--- src/core/asc_pkg.sv ---
// Constants and types for the converter sampling and conversion control
package asc_pkg;

   // ----------------------------------------------------------------
   // Clock rates and converter clock divider
   // ----------------------------------------------------------------
   localparam int unsigned CLK_HZ = 50_000_000;
   localparam int unsigned ADC_CLK_MAX_HZ = 5_200_000;
   localparam int unsigned ADC_MAX_SPS = 200_000;
   // Least divide ratio that keeps the converter clock at or under max
   localparam int unsigned ADC_DIV_INT =
      (CLK_HZ + ADC_CLK_MAX_HZ - 1) / ADC_CLK_MAX_HZ;
   localparam logic [3:0] ADC_DIV = 4'(ADC_DIV_INT);

   // ----------------------------------------------------------------
   // Conversion cycle budget, in converter clock ticks
   // ----------------------------------------------------------------
   localparam int unsigned CYCLE_TICKS_INT = 26;
   localparam int unsigned SETTLE_SHORT_INT = 4;
   localparam int unsigned SETTLE_LONG_INT = 10;
   localparam logic [4:0] SETTLE_SHORT = 5'(SETTLE_SHORT_INT);
   localparam logic [4:0] SETTLE_LONG = 5'(SETTLE_LONG_INT);
   localparam logic [4:0] CONV_TICKS =
      5'(CYCLE_TICKS_INT - SETTLE_SHORT_INT);

   // ----------------------------------------------------------------
   // Result hand-off delay after busy falls, register-port cycles
   // ----------------------------------------------------------------
   localparam logic [4:0] EOC_DELAY = 5'h10;

   // ----------------------------------------------------------------
   // Averaging select and widths
   // ----------------------------------------------------------------
   localparam logic [8:0] AVG_NONE = 9'h001;
   localparam logic [8:0] AVG_16 = 9'h010;
   localparam logic [8:0] AVG_64 = 9'h040;
   localparam logic [8:0] AVG_256 = 9'h100;
   localparam int unsigned RESULT_W = 16;
   localparam int unsigned AUX_N = 16;
   localparam logic [3:0] COMMON_N_RESET = 4'h0;

   typedef enum logic [1:0] {
      ASC_IDLE,
      ASC_SETTLE,
      ASC_CONVERT
   } asc_state_e;

endpackage

--- src/core/asc_start_sync.sv ---
// Start request synchroniser: OR of start pulse and start clock
`timescale 1ns/100ps
`default_nettype none
module asc_start_sync
   import asc_pkg::*;
(
   input wire logic i_clk,
   input wire logic i_rst_n,
   input wire logic i_conversion_start_pulse,
   input wire logic i_conversion_start_clock,
   output logic o_start_rise
);

   typedef struct packed {
      logic [1:0] pulse_sync;
      logic [1:0] clock_sync;
      logic prev;
      logic rise;
   } asc_sync_s;

   asc_sync_s st;
   asc_sync_s next_st;

   always_comb begin
      next_st = st;
      next_st.pulse_sync = {st.pulse_sync[0], i_conversion_start_pulse};
      next_st.clock_sync = {st.clock_sync[0], i_conversion_start_clock};
      // Only second stages are combined, first stages feed nothing else
      next_st.prev = st.pulse_sync[1] | st.clock_sync[1];
      next_st.rise = (st.pulse_sync[1] | st.clock_sync[1]) & ~st.prev;
   end

   always_ff @(posedge i_clk or negedge i_rst_n) begin
      if (!i_rst_n) begin
         st <= '0;
      end else begin
         st <= next_st;
      end
   end

   assign o_start_rise = st.rise;

endmodule // asc_start_sync
`default_nettype wire

--- src/core/asc_ctrl.sv ---
// Sampling and conversion control for the monitor converter
// ------------------------------------------------------------------
// Behaviour
// - Continuous mode converts back to back, 26 ticks, or 32 with extended settling
// - Next channel comes from operating mode input
// - Converter clock divided to at most 5.2 MHz
// - Normal settling lasts four converter ticks
// - Extended settling lasts ten converter ticks
// - Single bit or sequencer field selects extension
// - Event mode converts only on a start
// - Event mode ignores the extended settling bit
// - Track-and-hold takes next channel at busy rise
// - Start pulse and start clock are ORed
// - Start request resynchronised to converter clock
// - Running conversion is never aborted by starts
// - Result and end-of-conversion 16 cycles after busy
// - End of sequence with last sequenced channel
// - End of sequence after all averaged samples
// - At most one conversion per start request; starts during a conversion get none
// - Only connected aux pairs become analog inputs
// - Analog aux pin loses its digital use
// - Shared-negative source picks the common reference
// - Up to 16 aux inputs, rest stay digital
// - Result is 16 bits stored whole
// ------------------------------------------------------------------
`timescale 1ns/100ps
`default_nettype none
module asc_ctrl
   import asc_pkg::*;
(
   input wire logic i_clk,
   input wire logic i_rst_n,
   input wire logic i_event_mode,
   input wire logic i_extended_settling_bit,
   input wire logic [2:0] i_sequencer_settling_field,
   input wire logic i_sequencer_active,
   input wire logic [4:0] i_sequence_length,
   input wire logic i_averaging_select_low,
   input wire logic i_averaging_select_high,
   input wire logic [4:0] i_next_channel,
   input wire logic [15:0] i_sample_code,
   input wire logic i_conversion_start_pulse,
   input wire logic i_conversion_start_clock,
   input wire logic [15:0] i_aux_connected,
   input wire logic i_single_ended_analog_standard,
   input wire logic [3:0] i_common_n_source,
   output logic o_busy,
   output logic o_eoc,
   output logic o_end_of_sequence_strobe,
   output logic [15:0] o_result,
   output logic [4:0] o_channel,
   output logic o_converter_clock_tick,
   output logic [15:0] o_aux_positive_inputs_en,
   output logic [15:0] o_aux_negative_inputs_en,
   output logic [15:0] o_aux_digital_en,
   output logic [3:0] o_common_n_select
);

   // ----------------------------------------------------------------
   // Helper functions
   // ----------------------------------------------------------------
   function automatic logic [8:0] avg_count(input logic lo,
                                            input logic hi);
      logic [8:0] n;
      case ({hi, lo})
         2'b01: n = AVG_16;
         2'b10: n = AVG_64;
         2'b11: n = AVG_256;
         default: n = AVG_NONE;
      endcase
      return n;
   endfunction

   function automatic logic [12:0] run_total(input logic seq_on,
                                             input logic [4:0] len,
                                             input logic [8:0] avg);
      logic [4:0] chans;
      logic [13:0] prod;
      chans = (seq_on && len != 5'h00) ? len : 5'h01;
      prod = 14'(chans) * 14'(avg);
      return prod[12:0];
   endfunction

   // ----------------------------------------------------------------
   // State
   // ----------------------------------------------------------------
   typedef struct packed {
      asc_state_e state;
      logic [3:0] div_cnt;
      logic tick;
      logic [4:0] phase_cnt;
      logic pend;
      logic busy;
      logic [15:0] hold_result;
      logic [4:0] post_cnt;
      logic post_eos;
      logic [12:0] conv_cnt;
      logic eoc;
      logic end_of_sequence_strobe;
      logic [15:0] result;
      logic [4:0] channel;
      logic [15:0] aux_an;
      logic [15:0] aux_dig;
      logic [3:0] common_n;
   } asc_ctrl_s;

   asc_ctrl_s st;
   asc_ctrl_s next_st;
   logic start_rise;
   logic extend;
   logic [12:0] total;

   asc_start_sync u_start_sync (
      .i_clk(i_clk),
      .i_rst_n(i_rst_n),
      .i_conversion_start_pulse(i_conversion_start_pulse),
      .i_conversion_start_clock(i_conversion_start_clock),
      .o_start_rise(start_rise)
   );

   // Sequencer field applies to sequenced runs, single bit otherwise
   assign extend = i_sequencer_active ? (|i_sequencer_settling_field)
                                      : i_extended_settling_bit;
   assign total = run_total(i_sequencer_active, i_sequence_length,
      avg_count(i_averaging_select_low, i_averaging_select_high));

   // ----------------------------------------------------------------
   // Next state
   // ----------------------------------------------------------------
   always_comb begin
      next_st = st;
      next_st.eoc = 1'b0;
      next_st.end_of_sequence_strobe = 1'b0;

      // Converter clock as a tick, so no second clock domain exists
      if (st.div_cnt == ADC_DIV - 4'h1) begin
         next_st.div_cnt = 4'h0;
         next_st.tick = 1'b1;
      end else begin
         next_st.div_cnt = st.div_cnt + 4'h1;
         next_st.tick = 1'b0;
      end

      // Starts during a conversion are dropped, not queued
      if (start_rise && st.state == ASC_IDLE) begin
         next_st.pend = 1'b1;
      end

      if (st.tick) begin
         case (st.state)
            ASC_IDLE: begin
               if (i_event_mode) begin
                  // Taken on a converter tick: resynchronised start
                  if (st.pend) begin
                     next_st.pend = 1'b0;
                     next_st.state = ASC_CONVERT;
                     next_st.phase_cnt = CONV_TICKS;
                     next_st.busy = 1'b1;
                     next_st.channel = i_next_channel;
                  end
               end else begin
                  next_st.pend = 1'b0;
                  next_st.state = ASC_SETTLE;
                  next_st.phase_cnt = extend ? SETTLE_LONG
                                             : SETTLE_SHORT;
               end
            end
            ASC_SETTLE: begin
               if (st.phase_cnt == 5'h01) begin
                  next_st.state = ASC_CONVERT;
                  next_st.phase_cnt = CONV_TICKS;
                  next_st.busy = 1'b1;
                  next_st.channel = i_next_channel;
               end else begin
                  next_st.phase_cnt = st.phase_cnt - 5'h01;
               end
            end
            ASC_CONVERT: begin
               if (st.phase_cnt == 5'h01) begin
                  // Busy falls first; result waits out the hand-off
                  next_st.busy = 1'b0;
                  next_st.hold_result = i_sample_code;
                  next_st.post_cnt = EOC_DELAY;
                  next_st.state = i_event_mode ? ASC_IDLE
                                               : ASC_SETTLE;
                  next_st.phase_cnt = extend ? SETTLE_LONG : SETTLE_SHORT;
               end else begin
                  next_st.phase_cnt = st.phase_cnt - 5'h01;
               end
            end
            default: begin
               next_st.state = ASC_IDLE;
            end
         endcase
      end

      // Result hand-off; a conversion is far longer than this wait
      if (st.post_cnt != 5'h00) begin
         next_st.post_cnt = st.post_cnt - 5'h01;
         if (st.post_cnt == 5'h01) begin
            next_st.result = st.hold_result;
            next_st.eoc = 1'b1;
            if (st.conv_cnt + 13'h0001 >= total) begin
               next_st.conv_cnt = 13'h0000;
               next_st.end_of_sequence_strobe = 1'b1;
            end else begin
               next_st.conv_cnt = st.conv_cnt + 13'h0001;
            end
         end
      end

      // Aux pins: connected pairs go analog, others stay digital
      next_st.aux_an = i_aux_connected;
      next_st.aux_dig = ~i_aux_connected;
      next_st.common_n = i_single_ended_analog_standard ?
                         i_common_n_source : COMMON_N_RESET;
   end

   always_ff @(posedge i_clk or negedge i_rst_n) begin
      if (!i_rst_n) begin
         st <= '0;
      end else begin
         st <= next_st;
      end
   end

   // ----------------------------------------------------------------
   // Outputs
   // ----------------------------------------------------------------
   assign o_busy = st.busy;
   assign o_eoc = st.eoc;
   assign o_end_of_sequence_strobe = st.end_of_sequence_strobe;
   assign o_result = st.result;
   assign o_channel = st.channel;
   assign o_converter_clock_tick = st.tick;
   assign o_aux_positive_inputs_en = st.aux_an;
   // Negative enables follow every connected pair, in common negative mode too
   assign o_aux_negative_inputs_en = st.aux_an;
   assign o_aux_digital_en = st.aux_dig;
   assign o_common_n_select = st.common_n;

   localparam int BUSY_CYCLES = 220;
   localparam int TICK_GAP = 10;
   logic [8:0] busy_len;
   logic [3:0] tick_gap;
   // Strobes seen since the last end of sequence
   logic [12:0] eoc_seen;

   always_ff @(posedge i_clk or negedge i_rst_n) begin
      if (!i_rst_n) begin
         busy_len <= 9'h000;
         tick_gap <= 4'h0;
         eoc_seen <= 13'h0000;
      end else begin
         busy_len <= st.busy ? busy_len + 9'h001 : 9'h000;
         tick_gap <= st.tick ? 4'h1 : tick_gap + 4'h1;
         if (st.end_of_sequence_strobe) begin
            eoc_seen <= 13'h0000;
         end else if (st.eoc) begin
            eoc_seen <= eoc_seen + 13'h0001;
         end
      end
   end
endmodule // asc_ctrl
`default_nettype wire

--- config.mk ---
export PLATFORM = sky130hd
export DESIGN_NAME = asc_ctrl
export DESIGN_NICKNAME = d
export VERILOG_FILES = /design/src/core/asc_pkg.sv /design/src/core/asc_start_sync.sv /design/src/core/asc_ctrl.sv
export SDC_FILE = /design/constraint.sdc
export NUM_CORES = 1
export LEC_CHECK = 0
export BUFFER_PORTS_ARGS = -buffer_cell sky130_fd_sc_hd__buf_2
export CAP_MARGIN = 10
export CORE_ASPECT_RATIO = 0.9
export CORE_MARGIN = 2
export CORE_UTILIZATION = 45
export CTS_CLUSTER_DIAMETER = 120
export DETAILED_ROUTE_END_ITERATION = 16
export GPL_TIMING_DRIVEN = 0
export PLACE_DENSITY = 0.69
export SLEW_MARGIN = 0
export SYNTH_ARGS = -nofsm -noshare
export SYNTH_HDL_FRONTEND = slang
export SYNTH_SLANG_ARGS = --single-unit
export TNS_END_PERCENT = 30
--- constraint.sdc ---
create_clock -name i_clk -period 3.1 [get_ports i_clk]
set_input_delay 0.62 -clock i_clk [delete_from_list [all_inputs] [get_ports i_clk]]
set_output_delay 0.62 -clock i_clk [all_outputs]
set_load 0.01 [all_outputs]
Word level (Yosys, flattened, before mapping)
Index checks and enable logic that the tools add are counted.
Word-level totals
  bits in registers: 113
  input bits: 59
  output and inout port bits: 77
  word-level logic and storage cells: 95
Cells by class
  $add $sub $neg: 4
  multipliers: 1
  magnitude comparators: 1
  equal/unequal tests: 13
  muxes and demuxes: 34
  bitwise operators: 4
  reduce and logical (&&, ||, !) cells: 18
Operators with widths (number)
  $mux W5: 8
  $mux W18: 2
  $pmux W9 S3: 1
  $mux W23: 1
  $mux W22: 1
  $mux W21: 1
  $not A16 Y16: 1
  $pmux W5 S3: 1
  $add A13 B1 Y13 const B: 1
  $ge A13 B13 Y1: 1
  $mul A5 B9 Y13: 1
  $mux W13: 1
  $eq A5 B1 Y1 const B: 2
  $pmux W5 S2: 1
  $reduce_bool A5 Y1: 2
  $sub A5 B1 Y5 const B: 2
  $reduce_and A3 Y1: 3
  $mux W2: 4
  $mux W4: 2
  $ne A2 B2 Y1 const B: 4
  $reduce_bool A2 Y1: 4
  $mux W1: 7
  $mux W7: 1
  $eq A2 B2 Y1 const B: 3
  18 further kinds: 20

Logic depth before layout (Yosys ltp)
Gate-level depths: netlist of the first run.
  word-level depth: 8
  depth in mapped cells: 18
  mapped depth without buffers: 17

By module
Synthesis of the first run repeated with hierarchy kept, for this count alone.
Unflattened totals
  cells, all modules: 565
  area, all modules: 5841.9 um^2
Modules (own cells, without submodules)
  asc_ctrl: times used 1, cells an instance 557, area an instance 5675.4 um^2, seq. area each 2677.6 um^2
  asc_start_sync: times used 1, cells an instance 8, area an instance 166.4 um^2, seq. area each 150.1 um^2

Least setup slack after synthesis of the first run
No wires, ideal clock.
  kind: input port to flip-flop
  from: in i_averaging_select_high
  to: reg st[66] (netlist bit)
  setup time: 0.121 ns
  data arrival time: 3.637 ns
  required time: 2.979 ns
  path slack: -0.658 ns
  cell stages on the path: 17
  path buffers: 1
  path through: and3b_1 and2_1 ha_1 inv_1 fa_1 inv_1 ha_1 a31o_2 a31oi_1 xnor2_1 ha_1 nand4_1 a21oi_1 a21o_1 clkbuf_1 o21ai_0 a22o_1
On the way
  cells in the longest elaborated chain, start to end: 5
  elaborated cells on any way between the ends: 7
  those cells by class: mul: 1; order compare: 1; eq/ne: 3; mux: 2
RTL lines
  start: declaration: line asc_ctrl.sv:39  | input wire logic i_averaging_select_high,
  $eq A2 B2 Y1 or $eq A2 B1 Y1 (tied branches): line asc_ctrl.sv:65  | case ({hi, lo})
  $pmux W9 S3 *: line asc_ctrl.sv:65
  $mul A5 B9 Y13 *: line asc_ctrl.sv:80  | prod = 14'(chans) * 14'(avg);
  $ge A13 B13 Y1 *: line asc_ctrl.sv:203  | if (st.conv_cnt + 13'h0001 >= total) begin
  $mux W13 *: line asc_ctrl.sv:203
  end signal: assignment: line asc_ctrl.sv:223  | st <= next_st;
  end: declaration: line asc_ctrl.sv:107  | asc_ctrl_s st;
Mark *: on every way between the ends. The rest lies on a longest branch, timed or not.
A chain may end at the register's enable or synchronous reset.

Final worst setup path of the first run
  from: in i_averaging_select_low
  to: reg st[67] (netlist bit)
On the way
  cells in the longest elaborated chain, start to end: 5
  elaborated cells on any way between the ends: 7
  those cells by class: mul: 1; order compare: 1; eq/ne: 3; mux: 2
RTL lines
  start: declaration: line asc_ctrl.sv:38  | input wire logic i_averaging_select_low,
  $eq A2 B2 Y1 or $eq A2 B1 Y1 (tied branches): line asc_ctrl.sv:65
  $pmux W9 S3 *: line asc_ctrl.sv:65
  $mul A5 B9 Y13 *: line asc_ctrl.sv:80
  $ge A13 B13 Y1 *: line asc_ctrl.sv:203
  $mux W13 *: line asc_ctrl.sv:203
Marked as above.

==> key figures, run 1 <==
Setup path
  – Crit Path Max Fanout: 8
  – Critical setup path kind: input port to flip-flop
  – Arr. time, crit path: 3.73 ns
  – Reg2Reg Setup Slack: 0.15 ns
  – FF-to-FF End: st[67]
  – Worst setup SP type: input port
  – Critical path required time: 3.38 ns
  – Worst R2R Path Depth: 13
  – R2r startpoint: st[61]
  – Crit. End Element: flip-flop

Timing
  – Setup_tns: -3.96 ns
  – Max Freq: 290 MHz
  – Slew Viols, Final: 0
  – Worst-Margin Slew: 0.784 ns
  – Fin crit share: 1.11
  – RSZ-0062 raised after global routing: true
  – Setup Viol. Count Final: 14
  – Slew headroom: 0.477
  – Worst Skew: 0.00906 ns
  – Period minus WS final: 3.45 ns
  – Fin. Hold Viols: 0
  – Setup ws final: -0.347 ns

Global routing
  – Gr ovfl total: 0
  – First-pass GRT wire length: 19500 um
  – Initial antenna violation count: 0
  – GR Util All Layers: 0.179
  – Largest net degree at the start of global routing: 59
  – Vias in the first global route: 4275

Routing
  – DR pass1 iterations: 4
  – Via density: 4.76
  – Routed Antenna Nets: 0
  – Post-route DRC: 0
  – WL per Instance: 12.9 um
  – Via count: 4299
  – WL final: 11700 um
  – DR iter-0 viols: 169

Yosys
  – EDFF count, synth: 0
  – Most used DFF post-synth: dfrtp_1
  – Syn_area_per_cell: 10.3 um^2
  – Synthesized area: 0.00579 mm^2
  – Synthesis Warnings: 0
  – Syn_nets: 658
  – Async S/R FF share, synth: 1.00
  – Post-Syn Instances: 563
  – Distinct cells, synth: 48
  – Seq/Total Area, Yosys: 0.488
  – Synth area leaders: dfrtp_1 (49%), buf_4 (9.7%), ha_1 (7.3%), nand2_1 (5.4%), mux2_2 (4.3%)
  – Post-synth top area cell: dfrtp_1
  – Share of the synthesized area in the top cell type: 0.488
  – Seq cells post-synth: 113

Final layout
  – Nets@finish: 822
  – Finished Core Util: 0.601
  – Footprint of the flip-flops and latches: 0.00283 mm^2
  – Area of the multi-input gates: 0.00238 mm^2
  – Layout cells sized above 1: 0.422
  – Area grow syn2layout: 31.2%
  – Final std cells w/o fill: 904
  – Number of antenna diodes: 0
  – Count of filler cells inserted in the layout: 1027

CTS
  – CTS clock-pin slew for the worst setup and hold paths: 0.05 ns
  – CTS Buf Count: 17
  – Clk Latency, worst-skew pair: 0.40 ns
  – Root Driver: clkbuf_16
  – Maximum clock insertion buffer count: 2
  – CTS tree: yes
  – Clk sinks: 113
  – Max H-tree Level: 4
  – Hold-fix buffers, CTS: 0

Run
  – Max Cap Viol: 0

Floorplanning
  – Ports: 136
  – Die height: 112 um
  – Die Width: 124 um
  – Number of placement rows: 39
  – Initial Utilization: 0.458
  – Die ar.: 0.0138 mm^2
  – Core area: 0.0126 mm^2

Placed design
  – Gpl congestion: 0.874
  – Count of input and output buffers: 135
  – Cell total after placement: 863
  – Post-DP HPWL: 8230 um

Pwr
  – VDD IR max: 0.384 mV
  – Pwr Total: 5.24 mW
  – Leakage power: 4.04 nW
  – Pwr dens: 689 mW/mm^2

Worst hold path
  – Hold WC Path Type: input port to asynchronous set/reset pin

Outcome
  – Outcome: complete, but fails checks
  – Failing checks: negative setup slack
## Yosys cell counts (2+ instances only)
library cell  number
a31o_2             2
nor2b_1            5
and3_1             5
mux2i_1            2
nand2b_1           4
nand2_1           83
nand3b_1           3
clkbuf_1           7
nand3_1            8
a22o_1             8
buf_4             75
o21ai_2            2
fa_1               2
a21o_1             4
nor4_1             2
o22ai_1            2
nor2_1            21
nor3_1             4
xor2_1             6
xnor2_1           15
dfrtp_1          113
mux2_2            22
and2_1            17
or2_2              3
a21oi_1           20
nor3b_1            4
nand4_1            2
a31oi_1            6
o21ai_0           24
ha_1              34
inv_1             41
## per-stage QoR
step	instance area (um^2)	setup slack (ns)	hold slack, ns
floorplan	5840	-0.423	0.324
global placement	6720	-0.932	0.334
detailed placement	6750	-1.04	0.335
CTS	7490	-0.427	0.312
global route	7600	-0.533	0.310
finish	7600	-0.347	0.294
## layout by cell type (no fill, tap or decap), drive strengths merged, types with 2 or more instances in the layout
| master | instances |
|---|---|
| a21o | 4 |
| a21oi | 20 |
| a22o | 8 |
| a31o | 2 |
| a31oi | 6 |
| and2 | 17 |
| and3 | 6 |
| buf | 222 |
| bufinv | 3 |
| clkbuf | 30 |
| clkinv | 5 |
| dfrtp | 113 |
| fa | 2 |
| ha | 34 |
| inv | 42 |
| mux2 | 22 |
| mux2i | 2 |
| nand2 | 83 |
| nand2b | 5 |
| nand3 | 8 |
| nand3b | 3 |
| nand4 | 2 |
| nor2 | 22 |
| nor2b | 5 |
| nor3 | 4 |
| nor3b | 4 |
| nor4 | 2 |
| o21ai | 26 |
| o22ai | 2 |
| or2 | 3 |
| or3 | 2 |
| xnor2 | 15 |
| xor2 | 6 |
## how the worst max path moves through the flow
stage	slack (ns)	to	startpoint
finish	-0.35	st[67]	i_averaging_select_low
global route	-0.53	st[66]	i_sequence_length[4]
CTS	-0.43	st[66]	i_averaging_select_high
detailed placement	-1.04	st[59]	i_sequence_length[1]
global placement	-0.93	st[59]	i_sequencer_active
floorplan	-0.42	st[66]	i_averaging_select_high
## critical path, stage by stage
cell     delay (ns)
buf_12         0.11
and3b_2        0.22
and2_4         0.15
ha_4           0.26
inv_4          0.03
fa_2           0.38
inv_2          0.08
ha_4           0.20
a31o_4         0.24
a31oi_4        0.15
xnor2_2        0.08
ha_1           0.32
nand4_1        0.12
a21oi_1        0.19
a21o_4         0.20
buf_8          0.12
o21ai_1        0.06
a22o_1         0.20
## state kept, by name (all words and copies together), names as in the netlist, 2 cells and up
signal,cells
st,46
o_aux_digital_en,16
o_aux_negative_inputs_en,16
o_result,16
o_channel,5
o_common_n_select,4
u_start_sync.st,3
u_start_sync.next_st,2
## metal layers
metal  routed length [um]  global-route usage
met5                    0                   0
met4                  127              0.0591
met3                  632              0.0605
met2                 5860               0.290
met1                 5050               0.225
## power breakdown
group / internal [mW] / switching [mW]
clock network: 1.35 / 0.644
registers: 1.67 / 0.174
logic: 0.647 / 0.752
## cell type report
type                       instances  area share
tap                              164      0.0270
buffer                            84      0.0802
timing repair buffer             145       0.106
sequential                       113       0.372
clock inverter                     9      0.0168
inverter                          41      0.0206
clock buffer                      23      0.0642
multi-input combinational        325       0.313
## kinds of logic (layout without fill, tap and decap cells)
family                   Yosys count  in the layout  synth area share
AO/OA/AOI/OAI                     75             75            0.0832
XOR/XNOR                          21             21            0.0318
adder cells (fa/ha/maj)           36             36            0.0804
buffers and inverters            125            302             0.130
flip-flops                       113            113             0.488
multiplexers                      24             24            0.0462
AND/OR/NAND/NOR                  169            169             0.140
## what timing repair did
action / CTS / global route
gates resized for setup: 19 / 24
setup buffers: 5 / 3
endpoints found under the hold margin: 0 / 0
setup endpoints to repair: 14 / 14
cloned: 1 / 0
pin swaps: 16 / 26
(Power assumes the default switching activity.)
==> inputs of run 2 (changes only) <==
--- a/config.mk
+++ b/config.mk
@@ -18,4 +18,4 @@
 export SYNTH_ARGS = -nofsm -noshare
 export SYNTH_HDL_FRONTEND = slang
 export SYNTH_SLANG_ARGS = --single-unit
-export TNS_END_PERCENT = 30
+export TNS_END_PERCENT = 1
==> run 2 against run 1 <==
The flow still finishes with violations (negative setup slack). First-iteration DRC count increased by 17%. Count of clock-buffer cells in the layout decreased by 2. Non-clock buffer count decreased by 2. Combinational power about the same. Final cell count decreased by 0.33%. Total power decreased by 2.7%.
==> key figures, run 2 (same netlist as run 1, synthesis figures left out) <==
Routing
  – Via count: 4296 (was 4299)
  – DR pass1 iterations: 5 (was 4)
  – Via density: 4.77 (was 4.76)
  – WL final: 11600 um (was 11700 um)
  – WL per Instance: 12.9 um (about the same)
  – DR iter-0 viols: 197 (was 169)
  – Post-route DRC: 0 (unchanged)
  – Routed Antenna Nets: 0 (unchanged)

Pwr
  – Combinational share of power: 0.273 (was 0.267)
  – P_int: 3.54 mW (was 3.67 mW)
  – Sequential fraction of design power: 0.363 (was 0.353)
  – Clock share of power: 0.364 (was 0.380)
  – Switching Fraction: 0.306 (was 0.300)
  – VDD IR max: 0.552 mV (was 0.384 mV)
  – Sw Pwr: 1.56 mW (was 1.57 mW)
  – Pwr dens: 675 mW/mm^2 (was 689 mW/mm^2)
  – Leakage power: 4.02 nW (was 4.04 nW)

Timing
  – Hold WS: 0.277 ns (was 0.294 ns)
  – Setup ws final: -0.302 ns (was -0.347 ns)
  – Setup_tns: -3.49 ns (was -3.96 ns)
  – Worst-Margin Slew: 0.763 ns (was 0.784 ns)
  – RSZ-0062 raised after global routing: true (unchanged)
  – Slew Viols, Final: 0 (unchanged)
  – Fin. Hold Viols: 0 (unchanged)
  – Fin crit share: 1.10 (was 1.11)
  – Period minus WS final: 3.40 ns (was 3.45 ns)
  – Worst Skew: 0.00823 ns (was 0.00906 ns)
  – Setup Viol. Count Final: 14 (unchanged)
  – Slew headroom: 0.491 (was 0.477)
  – Max Freq: 294 MHz (was 290 MHz)

Global routing
  – Vias in the first global route: 4340 (was 4275)
  – GR Util All Layers: 0.181 (was 0.179)
  – First-pass GRT wire length: 19800 um (was 19500 um)
  – Initial antenna violation count: 0 (unchanged)
  – Gr ovfl total: 0 (unchanged)
  – Largest net degree at the start of global routing: 60 (was 59)

Setup path
  – CP startpoint: i_averaging_select_low (unchanged)
  – Crit. End Element: flip-flop (unchanged)
  – R2r startpoint: st[61] (unchanged)
  – Critical path required time: 3.44 ns (was 3.38 ns)
  – Crit-path max cell delay: 0.34 ns (was 0.38 ns)
  – FF-to-FF End: st[68] (was st[67])
  – Arr. time, crit path: 3.74 ns (was 3.73 ns)
  – Reg2Reg Setup Slack: 0.06 ns (was 0.15 ns)
  – Worst R2R Path Depth: 12 (was 13)
  – Critical setup path kind: input port to flip-flop (unchanged)
  – Worst setup SP type: input port (unchanged)
  – Crit Path Max Fanout: 8 (unchanged)
  – Slowest cell on crit path: fa_2 (unchanged)
  – CP Cell Sequence: buf_6 -> and3b_2 -> and2_4 -> ha_4 -> inv_2 -> fa_2 -> inv_2 -> ha_4 -> a31o_4 -> a31oi_4 -> xnor2_2 -> ha_1 -> a21oi_1 -> o21ai_1 -> a21o_2 -> nor2_4 -> a22o_1 (was buf_12 -> and3b_2 -> and2_4 -> ha_4 -> inv_4 -> fa_2 -> inv_2 -> ha_4 -> a31o_4 -> a31oi_4 -> xnor2_2 -> ha_1 -> nand4_1 -> a21oi_1 -> a21o_4 -> buf_8 -> o21ai_1 -> a22o_1)

Floorplanning
  – Number of placement rows: 39 (unchanged)
  – Core area: 0.0126 mm^2 (unchanged)
  – Die height: 112 um (unchanged)
  – Initial Utilization: 0.458 (unchanged)
  – Die ar.: 0.0138 mm^2 (unchanged)
  – Die Width: 124 um (unchanged)
  – Ports: 136 (unchanged)

Placed design
  – Count of input and output buffers: 135 (unchanged)
  – Cell total after placement: 863 (unchanged)
  – Post-DP HPWL: 8470 um (was 8230 um)
  – Pre-CTS setup slack: -1.01 ns (was -1.04 ns)
  – Placed cell area: 0.00675 mm^2 (unchanged)
  – Gpl congestion: 0.830 (was 0.874)

Final layout
  – Final std cells w/o fill: 901 (was 904)
  – Nets@finish: 820 (was 822)
  – Area of the multi-input gates: 0.00240 mm^2 (was 0.00238 mm^2)
  – Layout cells sized above 1: 0.421 (was 0.422)
  – Commonest non-fill, non-tap cells in the layout: buf_2 (132), dfrtp_1 (113), nand2_1 (82) (was buf_2 (131), dfrtp_1 (113), buf_4 (85))
  – Number of antenna diodes: 0 (unchanged)
  – Max reg flops: 46 (unchanged)
  – Area grow syn2layout: 30.4% (was 31.2%)
  – Most common cell after layout, fill and taps aside: buf_2 (unchanged)
  – Post-Layout Inst Area: 0.00755 mm^2 (was 0.00760 mm^2)
  – Largest reg by FF count: st (unchanged)
  – Count of filler cells inserted in the layout: 1067 (was 1027)
  – Footprint of the flip-flops and latches: 0.00283 mm^2 (unchanged)

CTS
  – CTS Buf Count: 17 (unchanged)
  – CTS tree: yes (unchanged)
  – Root Driver: clkbuf_16 (unchanged)
  – CTS clock-pin slew for the worst setup and hold paths: 0.05 ns (about the same)
  – Max H-tree Level: 4 (unchanged)
  – Clk sinks: 113 (unchanged)
  – Clk Latency, worst-skew pair: 0.41 ns (was 0.40 ns)
  – Maximum clock insertion buffer count: 2 (unchanged)
  – Hold-fix buffers, CTS: 0 (unchanged)

Outcome
  – Failing checks: negative setup slack (unchanged)
  – Outcome: complete, but fails checks (unchanged)

Worst hold path
  – Hold WC Path Type: input port to asynchronous set/reset pin (unchanged)

Run
  – Max Cap Viol: 0 (unchanged)
[run 2: power groups by stage]
| stage | registers, mW | clock network (mW) | logic, mW |
|---|---|---|---|
| CTS | 1.85 | 1.89 | 1.37 |
| global placement | 1.85 | 0 | 1.25 |
| floorplan | 1.83 | 0 | 0.942 |
| finish | 1.85 | 1.86 | 1.39 |
| global route | 1.88 | 1.98 | 1.59 |
| detailed placement | 1.87 | 0 | 1.32 |
[run 2: worst max path at each step]
stage	end	slack [ns]
after CTS	st[68]	-0.44
after detailed placement	st[68]	-1.01
after floorplan	st[66]	-0.42
after global routing	st[67]	-0.45
final	st[68]	-0.30
after global placement	st[59]	-0.92
[run 2: timing repair]
action,in CTS,in global routing
buffers inserted,6,0
setup endpoints to repair,14,14
pin swaps,12,21
resized for setup,20,23
gates cloned,1,0
[run 2: worst max-delay path: cells and delay by family]
kind                       cells  cell delay [ns]
xor gates and xnor gates       1             0.09
and+or+nand+nor                3             0.59
AOI/OAI and AO/OA              6             1.05
buffers and inverters          3             0.22
adders and majority gates      4             1.14
[run 2: metal layers]
metal / part of all wire / vias to the layer above / track usage
li1: - / 2119 / -
met1: 0.43 / 2066 / 0.226
met2: 0.50 / 103 / 0.300
met3: 0.060 / 8 / 0.0640
met4: 0.0086 / 0 / 0.0462
met5: 0 / - / 0
[run 2: cell type report]
| class | instances | area share |
|---|---|---|
| Clock inverter | 10 | 0.0147 |
| Multi-Input combinational cell | 325 | 0.317 |
| Clock buffer | 21 | 0.0610 |
| Sequential cell | 113 | 0.374 |
| Buffer | 84 | 0.0807 |
| Tap cell | 164 | 0.0272 |
| Timing Repair Buffer | 143 | 0.104 |
| Inverter | 41 | 0.0204 |
[run 2: metrics by stage]
stage	utilization	total power [mW]
floorplan	-	2.78
global placement	0.532	3.11
detailed placement	0.534	3.19
CTS	0.590	5.11
global route	0.598	5.44
finish	0.598	5.10
==> inputs of run 3 (changes only) <==
--- a/config.mk
+++ b/config.mk
@@ -9,11 +9,10 @@
 export CAP_MARGIN = 10
 export CORE_ASPECT_RATIO = 0.9
 export CORE_MARGIN = 2
-export CORE_UTILIZATION = 45
+export CORE_UTILIZATION = 35
 export CTS_CLUSTER_DIAMETER = 120
 export DETAILED_ROUTE_END_ITERATION = 16
 export GPL_TIMING_DRIVEN = 0
-export PLACE_DENSITY = 0.69
 export SLEW_MARGIN = 0
 export SYNTH_ARGS = -nofsm -noshare
 export SYNTH_HDL_FRONTEND = slang
==> run 3 against run 2 <==
Non-clock buffer count down 2. The flow still finishes with violations (negative setup slack). Sequential share of layout area rose by 0.27 points. Hold slack worse by 0.085 ns. Critical path type unchanged.
==> key figures, run 3 (same netlist as run 1, synthesis figures left out) <==
Floorplanning
  – Core area: 0.0162 mm^2 (was 0.0126 mm^2)
  – Initial Utilization: 0.358 (was 0.458)
  – Die height: 126 um (was 112 um)
  – Die ar.: 0.0176 mm^2 (was 0.0138 mm^2)
  – Die Width: 140 um (was 124 um)
  – Ports: 136 (unchanged)
  – Number of placement rows: 44 (was 39)

Setup path
  – CP delay by family, top: adder cells (unchanged)
  – Critical path required time: 3.40 ns (was 3.44 ns)
  – CP startpoint: i_averaging_select_high (was i_averaging_select_low)
  – Crit Path Max Fanout: 8 (unchanged)
  – Crit. End Element: flip-flop (unchanged)
  – Worst R2R Path Depth: 13 (was 12)
  – FF-to-FF End: st[70] (was st[68])
  – R2r startpoint: st[61] (unchanged)
  – Slowest cell on crit path: fa_1 (was fa_2)
  – CP Cell Sequence: buf_2 -> and3b_2 -> and2_4 -> ha_4 -> inv_1 -> fa_1 -> inv_2 -> ha_4 -> a31o_4 -> a31oi_4 -> xnor2_1 -> ha_1 -> nand4_1 -> a21oi_1 -> a21o_2 -> buf_6 -> o21ai_0 -> a22o_1 (was buf_6 -> and3b_2 -> and2_4 -> ha_4 -> inv_2 -> fa_2 -> inv_2 -> ha_4 -> a31o_4 -> a31oi_4 -> xnor2_2 -> ha_1 -> a21oi_1 -> o21ai_1 -> a21o_2 -> nor2_4 -> a22o_1)
  – Bufs and invs on worst path: 4 (was 3)
  – Reg2Reg Setup Slack: 0.09 ns (was 0.06 ns)
  – Worst setup SP type: input port (unchanged)
  – Crit-path most repeated cell: ha_4
  – Critical setup path kind: input port to flip-flop (unchanged)
  – Crit-path max cell delay: 0.49 ns (was 0.34 ns)
  – Arr. time, crit path: 3.79 ns (was 3.74 ns)

Routing
  – Routed Antenna Nets: 0 (unchanged)
  – WL final: 11800 um (was 11600 um)
  – Post-route DRC: 0 (unchanged)
  – WL per Instance: 12.5 um (was 12.9 um)
  – Via density: 4.55 (was 4.77)
  – DR pass1 iterations: 4 (was 5)
  – Via count: 4286 (was 4296)
  – DR iter-0 viols: 202 (was 197)

Timing
  – Worst-Margin Slew: 0.557 ns (was 0.763 ns)
  – Fin. Hold Viols: 0 (unchanged)
  – Setup Viol. Count Final: 14 (unchanged)
  – Setup ws final: -0.390 ns (was -0.302 ns)
  – Slew headroom: 0.629 (was 0.491)
  – Fin crit share: 1.13 (was 1.10)
  – Slew Viols, Final: 0 (unchanged)
  – Max Freq: 286 MHz (was 294 MHz)
  – Period minus WS final: 3.49 ns (was 3.40 ns)
  – RSZ-0062 raised after global routing: true (unchanged)
  – Worst Skew: 0.00879 ns (was 0.00823 ns)

Final layout
  – Max reg flops: 46 (unchanged)
  – Nets@finish: 818 (was 820)
  – Commonest non-fill, non-tap cells in the layout: buf_2 (133), dfrtp_1 (113), nand2_1 (83) (was buf_2 (132), dfrtp_1 (113), nand2_1 (82))
  – Layout cells sized above 1: 0.405 (was 0.421)
  – Most common cell after layout, fill and taps aside: buf_2 (unchanged)
  – Final std cells w/o fill: 943 (was 901)
  – Count of filler cells inserted in the layout: 1558 (was 1067)
  – Largest reg by FF count: st (unchanged)
  – Number of antenna diodes: 0 (unchanged)
  – Post-Layout Inst Area: 0.00750 mm^2 (was 0.00755 mm^2)
  – Finished Core Util: 0.463 (was 0.598)
  – Area grow syn2layout: 29.4% (was 30.4%)

Global routing
  – GR Util All Layers: 0.142 (was 0.181)
  – Vias in the first global route: 4280 (was 4340)
  – Largest net degree at the start of global routing: 73 (was 60)
  – Gr ovfl total: 0 (unchanged)
  – First-pass GRT wire length: 20100 um (was 19800 um)
  – Initial antenna violation count: 0 (unchanged)

CTS
  – Root Driver: clkbuf_16 (unchanged)
  – Max H-tree Level: 4 (unchanged)
  – Maximum clock insertion buffer count: 2 (unchanged)
  – Clk sinks: 113 (unchanged)
  – CTS tree: yes (unchanged)
  – CTS clock-pin slew for the worst setup and hold paths: 0.05 ns (about the same)
  – Hold-fix buffers, CTS: 0 (unchanged)
  – Clk Latency, worst-skew pair: 0.41 ns (about the same)
  – CTS Buf Count: 17 (unchanged)

Run
  – Max Cap Viol: 0 (unchanged)

Pwr
  – Leakage power: 3.99 nW (was 4.02 nW)
  – Pwr Total: 5.16 mW (was 5.10 mW)
  – VDD IR max: 0.433 mV (was 0.552 mV)
  – Pwr dens: 689 mW/mm^2 (was 675 mW/mm^2)

Placed design
  – Post-DP HPWL: 8600 um (was 8470 um)
  – Count of input and output buffers: 135 (unchanged)
  – Gpl congestion: 0.805 (was 0.830)
  – Cell total after placement: 906 (was 863)
  – Placed cell area: 0.00681 mm^2 (was 0.00675 mm^2)

Worst hold path
  – Hold WC Path Type: input port to asynchronous set/reset pin (unchanged)

Outcome
  – Failing checks: negative setup slack (unchanged)
  – Outcome: complete, but fails checks (unchanged)
-- run 3: report_power, final --
part           internal [mW]  leakage, nW  total [mW]  switching, mW
clock                   1.26        0.288        1.92          0.664
combinational          0.650         2.27        1.39          0.742
sequential              1.67         1.43        1.85          0.174
-- run 3: cell type report --
type | count | area (um^2) | share of cell area
sequential | 113 | 2830 | 0.377
multi-input combinational | 325 | 2300 | 0.307
timing repair buffer | 141 | 752 | 0.100
buffer | 84 | 609 | 0.0813
clock buffer | 22 | 484 | 0.0646
tap | 207 | 259 | 0.0345
inverter | 41 | 154 | 0.0205
clock inverter | 10 | 108 | 0.0144
-- run 3: worst max-delay path by stage --
stage	endpoint	slack, ns	depth (start not counted)
2_1_floorplan	st[66]	-0.42	17
3_3_place_gp	st[59]	-0.95	18
3_5_place_dp	st[59]	-1.00	18
4_1_cts	st[66]	-0.40	18
5_1_grt	st[70]	-0.55	19
6_report	st[70]	-0.39	18
-- run 3: through the flow --
stage | setup WS (ns) | hold WS [ns] | setup TNS, ns
after detailed placement | -1.00 | 0.335 | -12.89
after CTS | -0.397 | 0.197 | -4.50
after global routing | -0.550 | 0.230 | -6.61
after global placement | -0.948 | 0.333 | -12.05
final | -0.390 | 0.192 | -4.28
after floorplan | -0.423 | 0.324 | -5.13
-- run 3: layer usage --
metal | track usage | wire, um
met4 | 0.0576 | 172
met3 | 0.0449 | 727
met5 | 0 | 0
met1 | 0.183 | 5470
met2 | 0.224 | 5420
-- run 3: worst register-to-register path: stages, from the launching register on --
cell      delay, ns
dfrtp_1        0.43
and3_1         0.19
and3_1         0.16
clkbuf_1       0.27
nand3_1        0.19
xnor2_1        0.22
ha_1           0.28
a21o_1         0.18
a21oi_1        0.19
o211ai_1       0.13
a21o_2         0.27
buf_6          0.14
o21ai_0        0.15
a22o_1         0.16
-- run 3: repair_timing --
| item | 4_1_cts | 5_1_grt |
|---|---|---|
| endpoints found under the hold margin | 0 | 0 |
| resized for setup | 9 | 12 |
| gates cloned | 1 | 0 |
| pin swaps | 2 | 3 |
| setup buffers | 4 | 0 |
| setup endpoints to repair | 14 | 14 |
